`src/design/gpb_regs.svh`:
```
`ifndef GPB_REGS_SVH
`define GPB_REGS_SVH

// Register byte offsets.
`define GPB_OFS_SLEEP_A      8'h66
`define GPB_OFS_SLEEP_B      8'h67
`define GPB_OFS_PWM          8'h68

// Field positions.
`define GPB_BIT_SET          0
`define GPB_BIT_LEVEL        1
`define GPB_BIT_DIR          2
`define GPB_BIT_PDEN         3
`define GPB_BIT_DEB          4
`define GPB_BIT_SRC          5
`define GPB_BIT_SLEEP        7

// Reset values of the register fields.
`define GPB_RST_SET          1'b0
`define GPB_RST_DIR          1'b0
`define GPB_RST_PDEN         1'b1
`define GPB_RST_DEB          1'b0
`define GPB_RST_SRC          1'b0
`define GPB_RST_SLEEP        1'b0
`define GPB_RST_LEVEL        1'b1

// Debounce timing at a 4 ns clock; times in nanoseconds.
`define GPB_CLK_PERIOD_NS    4
`define GPB_FAST_TICK_NS     30500
`define GPB_FAST_DEB_NS      91500
`define GPB_SLOW_TICK_NS     50000000
`define GPB_SLOW_DEB_NS      150000000
`define GPB_FAST_TICK_CYC    (`GPB_FAST_TICK_NS / `GPB_CLK_PERIOD_NS)
`define GPB_SLOW_TICK_CYC    (`GPB_SLOW_TICK_NS / `GPB_CLK_PERIOD_NS)
`define GPB_FAST_SAMPLES     (`GPB_FAST_DEB_NS / `GPB_FAST_TICK_NS)
`define GPB_SLOW_SAMPLES     (`GPB_SLOW_DEB_NS / `GPB_SLOW_TICK_NS)

`endif

```
`src/design/gpb_pkg.sv`:
```
package gpb_pkg;
  typedef logic [7:0] gpb_byte_t;
  typedef logic [23:0] gpb_cnt_t;
  typedef logic [1:0] gpb_smp_t;
  typedef enum logic [1:0] {
    GPB_PWR_ACTIVE = 2'b01,
    GPB_PWR_SLEEP  = 2'b10
  } gpb_pwr_t;
endpackage

```
`src/design/gpb_gpio_bank.sv`:
```
`timescale 1ns/10ps
`include "gpb_regs.svh"

// Contract
// - On the two sleep pins a set sleep-force bit 7 drives the pad low as an output in sleep.
// - Debounce select 0 filters the pad over 91.5 us with 30.5 us samples.
// - Debounce select 1 filters the pad over 150 ms with 50 ms samples.
// - The pulldown enable bit switches the pad pulldown and resets to 1.
// - A power-off reset clears pulldown enable on a sleep pin in the power-up sequence.
// - The direction bit selects input at 0 and output at 1 and resets to 0.
// - A power-off reset sets direction to output on a sleep pin in the power-up sequence.
// - The direction reset value of the two sleep pins comes from the boot configuration.
// - Bit 1 reads the debounced pad level, resets to 1 and ignores writes.
// - An output pad is driven with output-value bit 0, which resets to 0.
// - A power-off reset returns output value to 0 on a sleep pin in the power-up sequence.
// - On the PWM pin bit 5 routes the output value at 0 or the PWM signal at 1.
module gpb_gpio_bank
  import gpb_pkg::*;
(
  // Clock and reset.
  input  wire logic       core_clk,
  input  wire logic       nrst,
  // Register port.
  input  wire logic [7:0] reg_addr,
  input  wire logic [7:0] reg_wdata,
  input  wire logic       reg_wr,
  input  wire logic       reg_rd,
  output logic      [7:0] reg_rdata,
  // System control.
  input  wire logic [1:0] boot_dir,
  input  wire logic [1:0] in_pwrup_seq,
  input  wire logic       power_off_reset,
  input  wire logic       sleep_state,
  input  wire logic       pwm_in,
  // Pads, index 0 and 1 sleep pins, index 2 the PWM pin.
  input  wire logic [2:0] pad_in,
  output logic      [2:0] pad_out,
  output logic      [2:0] pad_oe,
  output logic      [2:0] pad_pulldown
);

  logic [2:0] set_ff;
  logic [2:0] dir_ff;
  logic [2:0] pden_ff;
  logic [2:0] deb_ff;
  logic [2:0] level_ff;
  logic [2:0] nxt_set;
  logic [2:0] nxt_dir;
  logic [2:0] nxt_pden;
  logic [2:0] nxt_deb;
  logic [2:0] nxt_level;
  logic [1:0] sleep_ff;
  logic [1:0] nxt_sleep;
  logic       src_ff;
  logic       nxt_src;
  logic       boot_done_ff;

  logic [2:0] sync1_ff;
  logic [2:0] sync2_ff;
  gpb_cnt_t   fast_cnt_ff;
  gpb_cnt_t   slow_cnt_ff;
  gpb_cnt_t   nxt_fast_cnt;
  gpb_cnt_t   nxt_slow_cnt;
  logic       fast_tick_ff;
  logic       slow_tick_ff;
  logic       nxt_fast_tick;
  logic       nxt_slow_tick;
  gpb_smp_t   smp_cnt_ff [3];
  gpb_smp_t   nxt_smp_cnt [3];

  logic [7:0] nxt_rdata;
  logic [2:0] nxt_out;
  logic [2:0] nxt_oe;
  gpb_pwr_t   pwr;

  localparam gpb_cnt_t FAST_LAST = gpb_cnt_t'(`GPB_FAST_TICK_CYC - 1);
  localparam gpb_cnt_t SLOW_LAST = gpb_cnt_t'(`GPB_SLOW_TICK_CYC - 1);
  localparam gpb_smp_t FAST_N    = gpb_smp_t'(`GPB_FAST_SAMPLES);
  localparam gpb_smp_t SLOW_N    = gpb_smp_t'(`GPB_SLOW_SAMPLES);

  function automatic gpb_byte_t read_pin(input logic sl,
                                         input logic src,
                                         input logic deb,
                                         input logic pd,
                                         input logic dir,
                                         input logic lv,
                                         input logic st);
    gpb_byte_t r;
    r = 8'h00;
    r[`GPB_BIT_SLEEP] = sl;
    r[`GPB_BIT_SRC]   = src;
    r[`GPB_BIT_DEB]   = deb;
    r[`GPB_BIT_PDEN]  = pd;
    r[`GPB_BIT_DIR]   = dir;
    r[`GPB_BIT_LEVEL] = lv;
    r[`GPB_BIT_SET]   = st;
    return r;
  endfunction

  // Register decode, shared by the write and read paths.
  function automatic logic addr_hit(input gpb_byte_t addr, input gpb_byte_t ofs);
    return addr == ofs;
  endfunction

  // Last sample index of a debounce window for the selected rate.
  function automatic gpb_smp_t smp_last(input logic slow);
    gpb_smp_t n;
    n = slow ? SLOW_N : FAST_N;
    return n - 2'h1;
  endfunction

  assign pwr = sleep_state ? GPB_PWR_SLEEP : GPB_PWR_ACTIVE;

  // Pad inputs come from outside, so two flops precede any use.
  always_ff @(posedge core_clk or negedge nrst) begin
    if (!nrst) begin
      sync1_ff <= 3'h7;
      sync2_ff <= 3'h7;
    end else begin
      sync1_ff <= pad_in;
      sync2_ff <= sync1_ff;
    end
  end

  // Sample tick dividers.
  // Each tick lasts one cycle; a pad sample is taken only on it.
  always_comb begin
    nxt_fast_tick = (fast_cnt_ff == FAST_LAST);
    if (nxt_fast_tick) begin
      nxt_fast_cnt = 24'h000000;
    end else begin
      nxt_fast_cnt = fast_cnt_ff + 24'h000001;
    end
    nxt_slow_tick = (slow_cnt_ff == SLOW_LAST);
    if (nxt_slow_tick) begin
      nxt_slow_cnt = 24'h000000;
    end else begin
      nxt_slow_cnt = slow_cnt_ff + 24'h000001;
    end
  end

  // Both dividers run free, so a change of rate takes effect at the next tick.

  always_ff @(posedge core_clk or negedge nrst) begin
    if (!nrst) begin
      fast_cnt_ff  <= 24'h000000;
      slow_cnt_ff  <= 24'h000000;
      fast_tick_ff <= 1'b0;
      slow_tick_ff <= 1'b0;
    end else begin
      fast_cnt_ff  <= nxt_fast_cnt;
      slow_cnt_ff  <= nxt_slow_cnt;
      fast_tick_ff <= nxt_fast_tick;
      slow_tick_ff <= nxt_slow_tick;
    end
  end

  // The level changes only after three equal differing samples in a row.
  always_comb begin
    nxt_level = level_ff;
    for (int i = 0; i < 3; i++) begin
      nxt_smp_cnt[i] = smp_cnt_ff[i];
      if (deb_ff[i] ? slow_tick_ff : fast_tick_ff) begin
        if (sync2_ff[i] == level_ff[i]) begin
          nxt_smp_cnt[i] = 2'h0;
        end else if (smp_cnt_ff[i] == smp_last(deb_ff[i])) begin
          nxt_smp_cnt[i] = 2'h0;
          nxt_level[i]   = sync2_ff[i];
        end else begin
          nxt_smp_cnt[i] = smp_cnt_ff[i] + 2'h1;
        end
      end
    end
  end

  // Level starts high so the status bit reads 1 straight after reset.
  always_ff @(posedge core_clk or negedge nrst) begin
    if (!nrst) begin
      level_ff <= {3{`GPB_RST_LEVEL}};
      for (int i = 0; i < 3; i++) begin
        smp_cnt_ff[i] <= 2'h0;
      end
    end else begin
      level_ff <= nxt_level;
      smp_cnt_ff <= nxt_smp_cnt;
    end
  end

  // Configuration registers.
  always_comb begin
    nxt_set   = set_ff;
    nxt_dir   = dir_ff;
    nxt_pden  = pden_ff;
    nxt_deb   = deb_ff;
    nxt_sleep = sleep_ff;
    nxt_src   = src_ff;
    for (int i = 0; i < 3; i++) begin
      // A write to an unmapped address matches no offset and is dropped.
      if (reg_wr && addr_hit(reg_addr, `GPB_OFS_SLEEP_A + 8'(i))) begin
        nxt_set[i]  = reg_wdata[`GPB_BIT_SET];
        nxt_dir[i]  = reg_wdata[`GPB_BIT_DIR];
        nxt_pden[i] = reg_wdata[`GPB_BIT_PDEN];
        nxt_deb[i]  = reg_wdata[`GPB_BIT_DEB];
      end
    end
    if (reg_wr && addr_hit(reg_addr, `GPB_OFS_SLEEP_A)) begin
      nxt_sleep[0] = reg_wdata[`GPB_BIT_SLEEP];
    end else if (reg_wr && addr_hit(reg_addr, `GPB_OFS_SLEEP_B)) begin
      nxt_sleep[1] = reg_wdata[`GPB_BIT_SLEEP];
    end else if (reg_wr && addr_hit(reg_addr, `GPB_OFS_PWM)) begin
      nxt_src = reg_wdata[`GPB_BIT_SRC];
    end
    // Strap capture of the boot direction once after reset release.
    if (!boot_done_ff) begin
      nxt_dir[1:0] = boot_dir;
    end
    // Power-off reset overrides a same-cycle write.
    for (int i = 0; i < 2; i++) begin
      if (power_off_reset && in_pwrup_seq[i]) begin
        nxt_pden[i] = 1'b0;
        nxt_dir[i]  = 1'b1;
        nxt_set[i]  = `GPB_RST_SET;
      end
    end
  end

  // The boot flag lets the direction straps load only once per reset.
  always_ff @(posedge core_clk or negedge nrst) begin
    if (!nrst) begin
      set_ff       <= {3{`GPB_RST_SET}};
      dir_ff       <= {3{`GPB_RST_DIR}};
      pden_ff      <= {3{`GPB_RST_PDEN}};
      deb_ff       <= {3{`GPB_RST_DEB}};
      sleep_ff     <= {2{`GPB_RST_SLEEP}};
      src_ff       <= `GPB_RST_SRC;
      boot_done_ff <= 1'b0;
    end else begin
      set_ff       <= nxt_set;
      dir_ff       <= nxt_dir;
      pden_ff      <= nxt_pden;
      deb_ff       <= nxt_deb;
      sleep_ff     <= nxt_sleep;
      src_ff       <= nxt_src;
      boot_done_ff <= 1'b1;
    end
  end

  // Pad drive and read data.
  // Sleep forcing outranks the direction bit on the two sleep pins; the PWM pin is never forced.
  always_comb begin
    nxt_oe  = dir_ff;
    nxt_out = set_ff & dir_ff;
    if (dir_ff[2] && src_ff) begin
      nxt_out[2] = pwm_in;
    end
    for (int i = 0; i < 2; i++) begin
      if (pwr == GPB_PWR_SLEEP && sleep_ff[i]) begin
        nxt_oe[i]  = 1'b1;
        nxt_out[i] = 1'b0;
      end
    end
    nxt_rdata = 8'h00;
    // Reserved bits and unmapped addresses read as zero.
    if (reg_rd && addr_hit(reg_addr, `GPB_OFS_SLEEP_A)) begin
      nxt_rdata = read_pin(sleep_ff[0],
                           1'b0,
                           deb_ff[0],
                           pden_ff[0],
                           dir_ff[0],
                           level_ff[0],
                           set_ff[0]);
    end else if (reg_rd && addr_hit(reg_addr, `GPB_OFS_SLEEP_B)) begin
      nxt_rdata = read_pin(sleep_ff[1],
                           1'b0,
                           deb_ff[1],
                           pden_ff[1],
                           dir_ff[1],
                           level_ff[1],
                           set_ff[1]);
    end else if (reg_rd && addr_hit(reg_addr, `GPB_OFS_PWM)) begin
      nxt_rdata = read_pin(1'b0,
                           src_ff,
                           deb_ff[2],
                           pden_ff[2],
                           dir_ff[2],
                           level_ff[2],
                           set_ff[2]);
    end
  end

  // Every pad signal leaves a flop, so the pads see no combinational glitch.

  always_ff @(posedge core_clk or negedge nrst) begin
    if (!nrst) begin
      reg_rdata    <= 8'h00;
      pad_out      <= 3'h0;
      pad_oe       <= 3'h0;
      pad_pulldown <= 3'h7;
    end else begin
      reg_rdata    <= nxt_rdata;
      pad_out      <= nxt_out;
      pad_oe       <= nxt_oe;
      pad_pulldown <= pden_ff;
    end
  end

endmodule // gpb_gpio_bank

```
`config.mk`:
```
export PLATFORM = sky130hd
export DESIGN_NAME = gpb_gpio_bank
export DESIGN_NICKNAME = d
export VERILOG_FILES = /design/src/design/gpb_pkg.sv /design/src/design/gpb_gpio_bank.sv
export VERILOG_INCLUDE_DIRS = /design/src /design/src/design
export SDC_FILE = /design/constraint.sdc
export NUM_CORES = 1
export LEC_CHECK = 0
export ABC_AREA = 1
export BUFFER_PORTS_ARGS = -buffer_cell sky130_fd_sc_hd__buf_2
export CAP_MARGIN = 20
export CORE_MARGIN = 2
export CORE_UTILIZATION = 37
export DETAILED_ROUTE_END_ITERATION = 8
export PLACE_DENSITY_LB_ADDON = 0.1
export SLEW_MARGIN = 25
export SYNTH_ARGS = -nofsm -noshare
export SYNTH_HDL_FRONTEND = slang
export SYNTH_SLANG_ARGS = --single-unit
export TNS_END_PERCENT = 30
```
`constraint.sdc`:
```
create_clock -name core_clk -period 4.7 [get_ports core_clk]
set_clock_uncertainty 0.1 [all_clocks]
set_input_delay 0.47 -clock core_clk [delete_from_list [all_inputs] [get_ports core_clk]]
set_output_delay 0.47 -clock core_clk [all_outputs]
set_load 0.05 [all_outputs]
```
# Word-level counts from Yosys, hierarchy flattened
# Index checks and enable logic that the tools add are counted.
# word_totals
out_inout_bits	17
input_bits	30
register_bits	98
word_cells	108
# op_classes
mux	33
add_sub_neg	5
bitwise	6
n_reduce_logical	18
eq_ne	14
# op_table
cell	count
adder 24 x 1 -> 24 bit, second input constant	2
two-way mux 24 bit	2
equality test 24 x 13 -> 1 bit, second input constant	1
equality test 24 bit, second input constant	1
equality test 8 x 7 -> 1 bit, second input constant	3
two-way mux 1 bit	20
two-way mux 2 bit	8
two-way mux 8 bit	2
AND reduction 3 bit	4
logical AND 1 bit	11
equality test 2 bit, second input constant	4
adder 2 x 1 -> 2 bit, second input constant	3
two-way mux 6 bit	1
inequality test 3 x 1 -> 1 bit, second input constant	2
inverter 1 bit	5
nonzero test 2 bit	2
AND 3 bit	1
equality test 1 bit	3
AND reduction 2 bit	1

# Depth between registers and ports, before layout
# logic_depth
word_depth	5
ltp_mapped	9
mapped_depth_nobuf	9

# Least setup slack after synthesis
# OpenSTA, ideal clock, no wires.
# synth_timing
kind	flip-flop to flip-flop
startpoint	reg slow_cnt_ff[0]
endpoint	reg slow_cnt_ff[11]
n_path_buf	0
synth_period_minus_slack_ps	1490
stages_incl_launch_ff	9
arrival_ps	1267
path_slack_ps	3210
cell_sequence	dfrtp_1 ha_1 nand2_1 nor2_2 inv_1 nor2_1 nand3_1 nor2_4 nor2_1
# synth_via
elab_chain_len	2
elab_cells_between_ends	3
# synth_lines
item	line	source
start: declaration	gpb_gpio_bank.sv:61	gpb_cnt_t slow_cnt_ff;
start signal: assignment	gpb_gpio_bank.sv:152	slow_cnt_ff <= nxt_slow_cnt;
adder 24 x 1 -> 24 bit or equality test 24 bit (tied branches)	gpb_gpio_bank.sv:138, gpb_gpio_bank.sv:134	
two-way mux 24 bit (*)	gpb_gpio_bank.sv:135	if (nxt_slow_tick) begin
net nxt_slow_cnt[11]	gpb_gpio_bank.sv:63	gpb_cnt_t nxt_slow_cnt;
# Mark *: on every way through the listed nets, which the timed path passes. The rest lies on a longest branch.
# A chain may end at the register's enable or synchronous reset.

# Worst setup path in the final report
# Same ends and word-level chain as after synthesis.

==> results.yml <==
run_status:
  outcome: "complete, no violations"
clocking:
  cts_setup_buffers: 0
  cts_tree: "yes"
  cts_root_buf: "clkbuf_16"
  clock_latency_ps: 350
  clk_pin_slew_worst_paths_ps: 60
  hold_buffers: 0
  cts_buffers: 9
  htree_levels: 3
  ctsResizeCount: 0
  clock-sinks: 97
  cts_buffer_depth: 2
floorplanning:
  initial_core_util_pct: 37.6
  dieArea_um2: 14200
  rows: 42
  die-width_um: 119
  core_um2: 13100
  pin_count: 47
  dieHeight_um: 119
sta:
  setup-violations-final: 0
  min_period_ps: 1730
  drv_slew: 0
  rsz0062_at_grt: "false"
  slew_headroom_pct: 44.0
  fmax_mhz: 577
  hold_slack_ps: 112
  period_share_pct: 36.9
  hold_viol: 0
  worst_pin_slew_ps: 840
  tns_ps: 0
pwr:
  p_leak_nw: 2.83
  powerDensity_nw_per_um2: 291
  irDropWorstVdd_uv: 153
finish:
  fin_nets: 737
  area_growth_pct: 14.7
  antennaDiodeCount: 0
  nFillCells: 1356
  fin_util_pct: 43.1
  layout-drive-gt1-share_pct: 14.0
  finalNonFillerCells: 885
drt:
  drcViolationCount: 0
  antenna_left: 0
  routedWlPerCell_um: 11.7
  via_count: 4086
  drt_iter0_drc: 234
  drtPass1Iterations: 5
  via_per_inst: 4.62
  wl_um: 10400
worst_setup_path:
  cpMostUsedCell: "nor2_1"
  critPathLaunch: "slow_cnt_ff[0]"
  crit_slowest_cell: "dfrtp_1"
  critPathKind: "reg2reg"
  rrSetupSlack_ps: 2970
  crit_end: "slow_cnt_ff[11]"
  ff2ff_path_depth: 8
  cp-start-kind: "flop"
  r2r_end: "slow_cnt_ff[11]"
  critical_path.max_fanout: 7
  rr_startpoint: "slow_cnt_ff[0]"
  cpPeakStageDelay_ps: 400
  cp-end-kind: "flop"
  cp.required_ps: 4840
  worst-endpoint-arrival_ps: 1870
  path_cells: "ha_1 > nand2_1 > nor2_2 > inv_1 > nor2_1 > nand3_1 > nor2_4 > nor2_1"
synth:
  synth_flop_cell: "dfrtp_1"
  yosysTopAreaCell: "dfrtp_1"
  synth_area_leaders: "dfrtp_1, nand2_1, nor2_1, dfstp_2, inv_1"
  synth_edf_count: 0
  synth_top_area_share_pct: 41.7
  netlist_area_um2: 4920
  netlist_top_cells_count: "nand2_1, nor2_1, inv_1"
  syn_area_per_cell_um2: 7.55
  postSynthCellCount: 651
  async_flop_share_pct: 100
  synth_most_common_cell: "nand2_1"
  synthDistinctLibCells: 28
  ys_seq_area_share_pct: 49.7
  synth_seq_cells: 97
  synthesis.nets: 684
  ys.warnings.count: 0
min_path:
  hold_path_class: "in2reg"
grt:
  grt_use_total_pct: 15.9
  grt_overflow: 0
  grt_pass1_wl_um: 17700
  grt_pass1_vias: 3827
  grt_max_degree: 68
  antenna_found_initial: 0
place:
  post-place-cells: 869
  port_buffers: 43
  gp_congestion: 0.872
  dp_hpwl_um: 7950
job:
  cap_violations: 0
## worst min-delay path by stage
stage / startpoint / end / slack [ps] / cells after the start
3_5_place_dp: sync1_ff[0] / sync2_ff[0] / 250 / 0
4_1_cts: pad_in[1] / sync1_ff[1] / 90 / 1
3_3_place_gp: sync1_ff[0] / sync2_ff[0] / 250 / 0
2_1_floorplan: nrst / boot_done_ff / 70 / 0
5_1_grt: pad_in[1] / sync1_ff[1] / 100 / 1
6_report: pad_in[0] / sync1_ff[0] / 110 / 1
## cells in the final DEF, fill, tap and decap left out, types with 3 or more instances in the layout
cell and count:
nand2_1 187, nor2_1 116, inv_1 93, dfrtp_1 82, nand3_1 58, buf_2 42, xor2_1 22, o21ai_0 18
dfstp_2 15, clkbuf_16 9, nor3_1 8, nor2_2 8, nand4_1 7, nand2_2 6, nor2_4 5, o22ai_1 5
ha_1 3
## cells by family after synthesis
group | share of synthesized area (%)
AND/OR/NAND/NOR | 34.9
flip-flops | 49.7
buffers and inverters | 7.43
AO/OA/AOI/OAI | 2.77
XOR/XNOR | 4.27
adder cells (fa/ha/maj) | 0.763
other | 0.153
## state kept, by name (all words and copies together) (netlist names)
name / flops
pad_out: 3
sleep_ff: 2
set_ff: 3
smp_cnt_ff: 6
pad_pulldown: 3
reg_rdata: 7
pden_ff: 3
fast_cnt_ff: 24
slow_cnt_ff: 24
src_ff: 1
dir_ff: 3
deb_ff: 3
slow_tick_ff: 1
level_ff: 3
boot_done_ff: 1
sync1_ff: 3
sync2_ff: 3
pad_oe: 3
fast_tick_ff: 1
## where the power goes
part	switching, W	internal, W
Combinational	0.0000511	0.0000187
Clock	0.000323	0.000389
Sequential	0.00000705	0.000850
## stage by stage
stage | cell area, um^2 | power, W | worst slack [ps]
5_1_grt | 5640 | 0.00171 | 2760
2_1_floorplan | 4920 | 0.000904 | 3210
3_3_place_gp | 5350 | 0.000944 | 2970
4_1_cts | 5640 | 0.00167 | 2960
6_report | 5640 | 0.00164 | 2970
3_5_place_dp | 5350 | 0.000945 | 2950
## metal layers
metal / wire, um / vias up / GRT usage (%)
li1: - / 2107 / -
met1: 4870 / 1872 / 20.2
met2: 4810 / 88 / 25.5
met3: 426 / 19 / 2.83
met4: 277 / 0 / 8.78
met5: 0 / - / 0
## layout make-up
| type | count | area, um^2 | area share [%] |
|---|---|---|---|
| Sequential cell | 97 | 2450 | 43.4 |
| Multi-Input combinational cell | 458 | 2110 | 37.3 |
| Inverter | 94 | 353 | 6.26 |
| Clock buffer | 11 | 253 | 4.48 |
| Timing Repair Buffer | 44 | 225 | 3.99 |
| Tap cell | 176 | 220 | 3.90 |
| Clock inverter | 5 | 37.5 | 0.665 |
## worst max-delay path: cells and delay by family, from the launching register on
family	cells	cell delay, ps
AND/OR/NAND/NOR	6	800
flip-flops	1	400
adder cells (fa/ha/maj)	1	250
buffers and inverters	1	60
Power figures use the tool's default switching activity.
